`src/opcode_decoder_pkg.sv`:
```
// Package with opcode decoder types, field positions and cycle counts
// Functional notes
// (RULE1) Three-bit register field selects B..L, memory, A
// (RULE2) Dual-count ops: short if condition fails
// (RULE3) Bits 5:4 select BC, DE, HL, SP
// (RULE4) 00pp d011 steps pair; six cycles
// (RULE5) 00pp1001 adds pair to HL; ten cycles
// (RULE6) 10000/10001 sss add register; four cycles
// (RULE7) Add memory operand forms take seven cycles
// (RULE8) Add immediate forms take seven cycles
// (RULE9) 10010/10011 sss subtract register; four cycles
// (RULE10) Subtract memory operand forms take seven cycles
// (RULE11) Subtract immediate forms take seven cycles
// (RULE12) 101xx sss logic ops on register; four
// (RULE13) Logic ops on memory operand; seven cycles
// (RULE14) 111xx110 logic ops on immediate; seven
// (RULE15) 000xx111 rotates accumulator; four cycles
// (RULE16) Register step four cycles, memory ten
// (RULE17) Complement, carry and decimal adjust: four
// (RULE18) Control ops four cycles, halt five
package opcode_decoder_pkg;

    // Opcode field positions
    localparam int GRP_MSB = 7;
    localparam int GRP_LSB = 6;
    localparam int DST_MSB = 5;
    localparam int DST_LSB = 3;
    localparam int SRC_MSB = 2;
    localparam int SRC_LSB = 0;
    localparam int PAIR_MSB = 5;
    localparam int PAIR_LSB = 4;
    localparam int DIR_BIT = 3;

    // Cycle counts per instruction class
    localparam logic [4:0] CYC_4 = 5'h04;
    localparam logic [4:0] CYC_5 = 5'h05;
    localparam logic [4:0] CYC_6 = 5'h06;
    localparam logic [4:0] CYC_7 = 5'h07;
    localparam logic [4:0] CYC_10 = 5'h0a;
    localparam logic [4:0] CYC_12 = 5'h0c;
    localparam logic [4:0] CYC_ONE = 5'h01;

    // Fixed opcodes of single-byte specials
    localparam logic [7:0] OPC_HALT = 8'h76;
    localparam logic [7:0] OPC_NOP = 8'h00;
    localparam logic [7:0] OPC_RD_MASK = 8'h20;
    localparam logic [7:0] OPC_WR_MASK = 8'h30;
    localparam logic [7:0] OPC_IRQ_ON = 8'hfb;
    localparam logic [7:0] OPC_IRQ_OFF = 8'hf3;

    // Field values with a special meaning
    localparam logic [2:0] FLD_MEM = 3'h6;
    localparam logic [2:0] FLD_STEP = 3'h3;
    localparam logic [2:0] FLD_INC8 = 3'h4;
    localparam logic [2:0] FLD_DEC8 = 3'h5;
    localparam logic [2:0] FLD_DADD = 3'h1;
    localparam logic [2:0] FLD_ACC = 3'h7;
    localparam logic [2:0] FLD_CRET = 3'h0;

    typedef enum logic [2:0] {
        reg_b, reg_c, reg_d, reg_e, reg_h, reg_l, reg_mem, reg_acc
    } reg_sel_e;

    typedef enum logic [1:0] {
        pair_bc, pair_de, pair_hl, pair_sp
    } pair_sel_e;

    typedef enum logic [1:0] {
        opnd_none, opnd_reg, opnd_mem, opnd_imm
    } operand_e;

    typedef enum logic [4:0] {
        op_unknown, inc_reg8, dec_reg8, inc_pair, dec_pair, pair_add_to_hl,
        op_add, op_add_carry, op_sub, sub_with_borrow,
        and_with_acc, xor_with_acc, or_with_acc, compare_with_acc,
        rotate_left, rotate_right, rotate_left_thru_carry, rotate_right_thru_carry,
        complement_acc, set_carry_flag, complement_carry_flag, decimal_adjust,
        irq_enable_op, irq_disable_op, no_operation, halt_op,
        read_irq_mask, set_irq_mask, cond_return
    } op_e;

    typedef struct packed {
        op_e op;
        operand_e operand;
        reg_sel_e dest;
        reg_sel_e src;
        pair_sel_e pair;
        logic [2:0] cond;
        logic cond_dep;
        logic [4:0] cycles;
    } decode_s;

    // Register field to selector, used for destination and source
    function automatic reg_sel_e reg_field(input logic [2:0] f);
        return reg_sel_e'(f);
    endfunction

    // Arithmetic and logic group selector from bits 5:3
    function automatic op_e alu_op(input logic [2:0] f);
        op_e r;
        unique case (f)
            3'h0: r = op_add;
            3'h1: r = op_add_carry;
            3'h2: r = op_sub;
            3'h3: r = sub_with_borrow;
            3'h4: r = and_with_acc;
            3'h5: r = xor_with_acc;
            3'h6: r = or_with_acc;
            3'h7: r = compare_with_acc;
        endcase
        return r;
    endfunction

endpackage

```
`src/cpu8_opcode_decoder.sv`:
```
// Opcode decoder with per-instruction cycle count and busy tracking
`timescale 1ns/1ps
`default_nettype none
module cpu8_opcode_decoder
    import opcode_decoder_pkg::*;
(
    // Clock and reset
    input wire logic sys_clk,
    input wire logic sys_rst,
    // Fetched opcode
    input wire logic [7:0] opcode,
    input wire logic opcode_valid,
    input wire logic cond_met,
    // Decode result
    output decode_s decoded,
    output logic decoded_valid,
    output logic busy,
    output logic instr_done
);

    // Decode of the byte on the bus, loaded on accept
    decode_s next_dec;
    // Cycles still to run after the current one
    logic [4:0] remain;
    logic [2:0] grp_dst;
    logic [2:0] grp_src;
    logic accept;

    assign grp_dst = opcode[DST_MSB:DST_LSB];
    assign grp_src = opcode[SRC_MSB:SRC_LSB];
    assign accept = opcode_valid && !busy;

    // Combinational decode of the opcode byte
    always_comb
    begin
        // Defaults: unknown op, no operand, four cycles
        next_dec = '0;
        next_dec.op = op_unknown;
        next_dec.operand = opnd_none;
        // (RULE1) Register field decode
        next_dec.dest = reg_field(grp_dst);
        next_dec.src = reg_field(grp_src);
        // (RULE3) Pair field decode
        next_dec.pair = pair_sel_e'(opcode[PAIR_MSB:PAIR_LSB]);
        next_dec.cond = grp_dst;
        next_dec.cycles = CYC_4;
        unique case (opcode[GRP_MSB:GRP_LSB])
            2'b00:
            begin
                unique case (grp_src)
                    FLD_INC8, FLD_DEC8:
                    begin
                        // (RULE16) Register or memory step
                        if (grp_src == FLD_INC8)
                            next_dec.op = inc_reg8;
                        else
                            next_dec.op = dec_reg8;
                        // Memory form costs the extra bus cycles
                        if (grp_dst == FLD_MEM)
                        begin
                            next_dec.operand = opnd_mem;
                            next_dec.cycles = CYC_10;
                        end
                        else
                        begin
                            next_dec.operand = opnd_reg;
                            next_dec.cycles = CYC_4;
                        end
                    end
                    FLD_STEP:
                    begin
                        // (RULE4) Pair increment or decrement
                        next_dec.op = opcode[DIR_BIT] ? dec_pair : inc_pair;
                        next_dec.cycles = CYC_6;
                    end
                    FLD_DADD:
                    begin
                        // (RULE5) Pair added to HL
                        if (opcode[DIR_BIT])
                        begin
                            next_dec.op = pair_add_to_hl;
                            next_dec.cycles = CYC_10;
                        end
                    end
                    FLD_ACC:
                    begin
                        // (RULE15) Rotates and (RULE17) specials
                        unique case (grp_dst)
                            3'h0: next_dec.op = rotate_left;
                            3'h1: next_dec.op = rotate_right;
                            3'h2: next_dec.op = rotate_left_thru_carry;
                            3'h3: next_dec.op = rotate_right_thru_carry;
                            3'h4: next_dec.op = decimal_adjust;
                            3'h5: next_dec.op = complement_acc;
                            3'h6: next_dec.op = set_carry_flag;
                            3'h7: next_dec.op = complement_carry_flag;
                        endcase
                    end
                    FLD_CRET:
                    begin
                        // (RULE18) No-op and mask access
                        if (opcode == OPC_NOP)
                        begin
                            next_dec.op = no_operation;
                        end
                        else if (opcode == OPC_RD_MASK)
                        begin
                            next_dec.op = read_irq_mask;
                        end
                        else if (opcode == OPC_WR_MASK)
                        begin
                            next_dec.op = set_irq_mask;
                        end
                        // Other codes here stay unknown
                    end
                    default: next_dec.op = op_unknown;
                endcase
            end
            2'b01:
            begin
                // Register moves are outside this block
                // (RULE18) Halt takes five cycles
                if (opcode == OPC_HALT)
                begin
                    next_dec.op = halt_op;
                    next_dec.cycles = CYC_5;
                end
            end
            2'b10:
            begin
                // (RULE6) (RULE9) (RULE12) Register operand forms
                next_dec.op = alu_op(grp_dst);
                next_dec.operand = opnd_reg;
                if (grp_src == FLD_MEM)
                begin
                    // (RULE7) (RULE10) (RULE13) Memory operand forms
                    next_dec.operand = opnd_mem;
                    next_dec.cycles = CYC_7;
                end
            end
            2'b11:
            begin
                if (grp_src == FLD_MEM)
                begin
                    // (RULE8) (RULE11) (RULE14) Immediate forms
                    next_dec.op = alu_op(grp_dst);
                    next_dec.operand = opnd_imm;
                    next_dec.cycles = CYC_7;
                end
                else if (opcode == OPC_IRQ_ON)
                begin
                    // (RULE18) Interrupt enable, four cycles
                    next_dec.op = irq_enable_op;
                end
                else if (opcode == OPC_IRQ_OFF)
                begin
                    // (RULE18) Interrupt disable, four cycles
                    next_dec.op = irq_disable_op;
                end
                else if (grp_src == FLD_CRET)
                begin
                    // (RULE2) Short count when condition fails
                    next_dec.op = cond_return;
                    next_dec.cond_dep = 1'b1;
                    next_dec.cycles = cond_met ? CYC_12 : CYC_6;
                end
            end
        endcase
    end

    // Decode result register, loaded on accepted opcode
    always_ff @(posedge sys_clk)
    begin
        if (sys_rst)
        begin
            decoded <= '0;
            decoded_valid <= 1'b0;
        end
        else
        begin
            decoded_valid <= accept;
            if (accept)
                decoded <= next_dec;
        end
    end

    // Cycle counter tracks the running instruction
    always_ff @(posedge sys_clk)
    begin
        if (sys_rst)
        begin
            remain <= '0;
            busy <= 1'b0;
            instr_done <= 1'b0;
        end
        else
        begin
            instr_done <= 1'b0;
            if (accept)
            begin
                remain <= next_dec.cycles - CYC_ONE;
                busy <= 1'b1;
            end
            else if (busy)
            begin
                // Count down; new opcodes wait meanwhile
                remain <= remain - CYC_ONE;
                // Last count frees the decoder next cycle
                if (remain == CYC_ONE)
                begin
                    busy <= 1'b0;
                    instr_done <= 1'b1; // Last cycle of instruction
                end
            end
        end
    end

endmodule
`default_nettype wire

```
`config.mk`:
```
export PLATFORM = sky130hd
export DESIGN_NAME = cpu8_opcode_decoder
export DESIGN_NICKNAME = d
export VERILOG_FILES = /design/src/opcode_decoder_pkg.sv /design/src/cpu8_opcode_decoder.sv
export SDC_FILE = /design/constraint.sdc
export NUM_CORES = 1
export LEC_CHECK = 0
export ABC_CLOCK_PERIOD_IN_PS = 2300
export BUFFER_PORTS_ARGS = -buffer_cell sky130_fd_sc_hd__buf_2
export CAP_MARGIN = 15
export CORE_MARGIN = 1.5
export CORE_UTILIZATION = 47
export CTS_BUF_LIST = sky130_fd_sc_hd__clkbuf_4 sky130_fd_sc_hd__clkbuf_8 sky130_fd_sc_hd__clkbuf_16
export DETAILED_ROUTE_END_ITERATION = 16
export GPL_ROUTABILITY_DRIVEN = 0
export PLACE_DENSITY = 0.8
export SLEW_MARGIN = 10
export SYNTH_ARGS = -nofsm -noshare
export SYNTH_HDL_FRONTEND = slang
export SYNTH_SLANG_ARGS = --single-unit
export TNS_END_PERCENT = 50
```
`constraint.sdc`:
```
create_clock -name sys_clk -period 2.3 [get_ports sys_clk]
set_clock_uncertainty 0.15 [all_clocks]
set_input_delay 0.345 -clock sys_clk [delete_from_list [all_inputs] [get_ports sys_clk]]
set_output_delay 0.345 -clock sys_clk [all_outputs]
set_load 0.03 [all_outputs]
```
=== After elaboration in Yosys (flattened, before gate mapping) ===
Memories as Yosys holds them, arrays and structs flattened.
Index checks and enable logic that the tools add are counted.
Widths: inputs -> output; s select.

* Memories kept: 3
* Output and inout port bits: 27
* Bits in read-only memories: 104
* Word-level logic and storage cells: 78
* Register bits after elaboration: 29
* Bits of input ports: 12

{| class="wikitable"
|+ Memory list
! name !! depth !! width !! rd ports !! clocked after Yosys merged registers in !! wr ports !! RTL line !! text
|-
| (no name shown) || 8 || 5 || 1 || 0 || 0 || cpu8_opcode_decoder.sv:88 || <nowiki>unique case (grp_dst)</nowiki>
|-
| (no name shown) || 8 || 4 || 1 || 0 || 0 || opcode_decoder_pkg.sv:101 || <nowiki>unique case (f)</nowiki>
|-
| (no name shown) || 8 || 4 || 1 || 0 || 0 || opcode_decoder_pkg.sv:101 ||
|}

* Reduce and logical (&&, ||, !) cells: 8
* Muxes and demuxes: 37
* Add/subtract/negate cells: 2
* Bitwise operators: 1
* Equal/unequal tests: 16

{| class="wikitable"
|+ Operators with widths
! operator !! number
|-
| $mux 5 || 11
|-
| $pmux 5 s4 || 2
|-
| $pmux 5 s5 || 1
|-
| $mux 6 || 3
|-
| $eq 8x6->1 const B || 2
|-
| $eq 8x8->1 const B || 2
|-
| $eq 3x3->1 const B || 5
|-
| $mux 2 || 6
|-
| $mux 4 || 3
|-
| $pmux 4 s3 || 1
|-
| $sub 5x1->5 const B || 2
|-
| $eq 8x7->1 const B || 1
|-
| $logic_not 8->1 || 1
|-
| $mux 1 || 7
|-
| $mux 3 || 2
|-
| $pmux 2 s3 || 1
|-
| $eq 5x1->1 const B || 1
|-
| $eq 2x2->1 const B || 2
|-
| $eq 3x1->1 const B || 1
|-
| $eq 3x2->1 const B || 1
|-
| $logic_not 3->1 || 1
|-
| $reduce_or 3->1 || 1
|-
| $eq 2x1->1 const B || 1
|-
| $logic_not 2->1 || 1
|-
| other kinds (5) || 5
|}

=== Longest topological paths before layout ===
* Word-level depth: 8
* Mapped depth: 10
* Depth with buffers taken out: 9

=== Worst setup path after synthesis ===
No wires, ideal clock.

* Path kind: input to register
* Start point: in opcode[3]
* End point: reg remain[1]
* Stages on the path: 9
* Arrival time: 1.956 ns
* Slack: 0.129 ns
* Data required time: 2.085 ns
* Cell sequence: buf_2 nand3b_1 or4_1 o2111a_1 ha_1 nand2_1 o21ai_0 mux2_2 nor2_1

* Word-level cells in the longest chain between the ends: 7
* Elaborated cells on any way between the ends: 14
* Classes of those cells: add/sub (1); eq/ne (4); mux (9)

{| class="wikitable"
|+ RTL lines
! item !! RTL line !! text
|-
| start, declared || cpu8_opcode_decoder.sv:11 || <nowiki>input wire logic [7:0] opcode,</nowiki>
|-
| $eq 8x8->1 || cpu8_opcode_decoder.sv:155 || <nowiki>else if (opcode == OPC_IRQ_OFF)</nowiki>
|-
| $mux 6 || cpu8_opcode_decoder.sv:155 ||
|-
| $mux 6 || cpu8_opcode_decoder.sv:150 || <nowiki>else if (opcode == OPC_IRQ_ON)</nowiki>
|-
| $mux 5 || cpu8_opcode_decoder.sv:143 || <nowiki>if (grp_src == FLD_MEM)</nowiki>
|-
| $pmux 5 s4 * || cpu8_opcode_decoder.sv:47 || <nowiki>unique case (opcode[GRP_MSB:GRP_LSB])</nowiki>
|-
| $sub 5x1->5 * || cpu8_opcode_decoder.sv:201 || <nowiki>remain <= next_dec.cycles - CYC_ONE;</nowiki>
|-
| $mux 5 * || cpu8_opcode_decoder.sv:199 || <nowiki>if (accept)</nowiki>
|-
| end signal, assigned || cpu8_opcode_decoder.sv:201 ||
|-
| end signal, assigned || cpu8_opcode_decoder.sv:207 || <nowiki>remain <= remain - CYC_ONE;</nowiki>
|-
| end, declared || cpu8_opcode_decoder.sv:24 || <nowiki>logic [4:0] remain;</nowiki>
|}

Every way passes the cells marked *; elsewhere a longest branch is shown, timed or not.
A chain may end at the register's enable or synchronous reset.

=== Worst setup path in the final report ===
* Start point: in opcode[7]
* End point: reg remain[1]

The elaborated chain is that of the path after synthesis.

==> impl_metrics.csv <==
group,metric,value,unit
floorplanning,die_w,60.6,um
worst_setup_path,worstPathArrival,2.02,ns
routing,wl_met1,1680,um
synth,synth_cells,203,
routing,wl_met3,281,um
synth,yosysSeqAreaShare,33.4,%
worst_setup_path,startpoint_type,"primary input",
worst_setup_path,path_max_fanout,10,
routing,avgViaCountPerCell,5.35,
synth,synth.avg_cell_area,7.69,um2
finish,area_growth,19.6,%
global_routing,antenna_found_initial,0,
routing,wl_met2,1500,um
worst_setup_path,crit_required,2.43,ns
routing,drc_errors,0,
clock_tree,cts_max_level,1,
global_routing,grt_pass1_wl,5800,um
worst_setup_path,rrSetupSlack,0.66,ns
sta,setup_viol,0,
worst_setup_path,worstRegToRegCells,4,
worst_setup_path,cp_slowest_stage_delay,0.28,ns
worst_setup_path,path_class,"in -> reg",
global_routing,overflow,0,
clock_tree,clkSinkCount,26,
pwr,p_leak,0.835,nW
worst_setup_path,slowest_stage,"o2111a_1",
clock_tree,root_buffer,"clkbuf_4",
synth,ys_async_sr_fraction,0,%
floorplanning,die_h,60.6,um
sta,period_needed,1.89,ns
worst_setup_path,r2r-end,"decoded[19]",
place,io_buffers,37,
finish,antenna_cells,0,
synth,netlist_area,1560,um2
routing,vias,1519,
sta,slew_violations,0,
routing,drtAntennaViolNets,0,
synth,yosys_most_used_dff,"dfxtp_1",
hold_path,hold_end,"decoded[18]",
floorplanning,die_area,3670,um2
hold_path,hold_class,"in -> reg",
clock_tree,cts_inserted_buffers,3,
worst_setup_path,rr_startpoint,"busy",
sta,fmax,0.529,GHz
worst_setup_path,cp-end-kind,"register",
pwr,p_per_area,595,nW/um2
sta,fin_hold_ws,0.236,ns
synth,ys_ff_latch,26,
clock_tree,cts_tree,"built",
synth,syn-num-nets,223,
routing,drtIter0Drc,60,
worst_setup_path,cp_cell_sequence,"buf_2, nand2_1, nor4_1, a31oi_1, o2111a_1, ha_1, nand2_1, o21ai_0, mux2_2, nor2_1",
floorplanning,ios,39,
finish,nets,261,
global_routing,first_global_vias,1316,
clock_tree,ctsResizeCount,0,
place,post-dp-hpwl,2640,um
pwr,report.power.total,0.00111,W
global_routing,grt_usage,20.6,%
sta,hold_viol,0,
floorplanning,core_area,3100,um2
synth,synth_warnings,0,
routing,top_layer_used,"met4",
global_routing,grt_max_degree,27,
routing,wl,3500,um
sta,setup_tns,0,ns
hold_path,hp-start,"opcode[7]",
flow_run,drv_cap,0,
floorplanning,start_util,50.3,%
finish,drive_gt1_share,25.8,%
routing,drtPass1Iterations,4,
synth,synth_cell_type_count,48,
routing,wl_per_cell,12.3,um
clock_tree,clock_latency,0.33,ns
sta,rsz0062_at_grt,"no",
pwr,ir_drop,259,uV
worst_setup_path,crit_top_cell,"nand2_1",
synth,synth_edf_count,0,
sta,post-route-period-util,82.2,%
clock_tree,path_clk_slew,0.14,ns
finish,final_cell_mix,"37 x buf_2, 26 x nand2_1, 26 x dfxtp_1, 22 x nor2_1, 19 x a21oi_1",
hold_path,worstHoldPathCells,3,
status,status,"completed",
clock_tree,post_cts_buffers,0,
floorplanning,row_count,20,
clock_tree,cts_max_path_buffers,2,
clock_tree,ctsHoldBuffers,0,
finish,final_common_cell,"buf_2",
registers in the layout (all words and copies together), names as in the netlist:
name / flops
decoded: 18
busy: 1
decoded_valid: 1
remain: 5
instr_done: 1
through the flow:
stage | util (%) | worst slack [ns] | instance area [um2] | std cells
global route | 60.1 | 0.309 | 1870 | 284
floorplan | - | 0.129 | 1560 | 203
CTS | 60.1 | 0.427 | 1870 | 284
detailed placement | 58.4 | 0.0757 | 1810 | 280
finish | 60.1 | 0.409 | 1870 | 284
global placement | 58.4 | 0.145 | 1810 | 280
cells by family after synthesis:
logic type | Yosys count | share of synthesized area, %
buffers and inverters | 29 | 9.06
muxes | 2 | 1.36
DFF | 26 | 33.4
adders and majority gates | 8 | 6.42
AOI/OAI and AO/OA | 53 | 21.7
and+or+nand+nor | 81 | 26.2
xor gates and xnor gates | 3 | 1.68
other | 1 | 0.240
per-layer routing:
| metal | global-route usage [%] | vias up |
|---|---|---|
| li1 | - | 783 |
| met1 | 29.4 | 672 |
| met2 | 32.1 | 59 |
| met3 | 4.26 | 5 |
| met4 | 4.66 | 0 |
| met5 | 0 | - |
Yosys cell counts (3+ instances only):
| cell | number | area share [%] |
|---|---|---|
| a211oi_1 | 3 | 1.4 |
| buf_4 | 6 | 2.9 |
| a21oi_1 | 19 | 6.1 |
| inv_1 | 9 | 2.2 |
| ha_1 | 8 | 6.4 |
| nand3_1 | 5 | 1.6 |
| a31oi_1 | 4 | 1.6 |
| o21ai_0 | 10 | 3.2 |
| nor4_1 | 3 | 1.2 |
| nor3b_1 | 3 | 1.4 |
| dfxtp_1 | 26 | 33 |
| nor2b_1 | 3 | 1.2 |
| nor3_1 | 5 | 1.6 |
| nor2_1 | 22 | 5.3 |
| clkbuf_1 | 11 | 2.6 |
| nand2_1 | 26 | 6.3 |
worst max path at each step:
stage	cells after the start	from	slack, ns	end
5_1_grt	10	opcode[1]	0.31	remain[1]
6_report	10	opcode[7]	0.41	remain[1]
3_3_place_gp	9	opcode[2]	0.14	remain[1]
2_1_floorplan	9	opcode[3]	0.13	remain[1]
4_1_cts	9	opcode[2]	0.43	remain[1]
3_5_place_dp	9	opcode[2]	0.08	remain[1]
final cells by class:
class	instances	area, um2
Clock buffer	3	22.5
Clock inverter	1	30.0
Fill cell	298	1240
Inverter	9	33.8
Multi-Input combinational cell	148	898
Sequential cell	26	520
Tap cell	44	55.1
Timing Repair Buffer	53	305
worst max-delay path, delay by kind of cell:
kind / cells / cell delay [ns]
compound gates: 3 / 0.45
fa+ha+maj: 1 / 0.28
buf+inv: 1 / 0.18
mux: 1 / 0.26
simple gates: 4 / 0.52
power breakdown:
part	internal (W)	total [W]	switching, W
clock	0.000176	0.000319	0.000143
combinational	0.000106	0.000286	0.000181
sequential	0.000482	0.000505	0.0000227
Note: power is estimated with default switching activity, not from simulation.
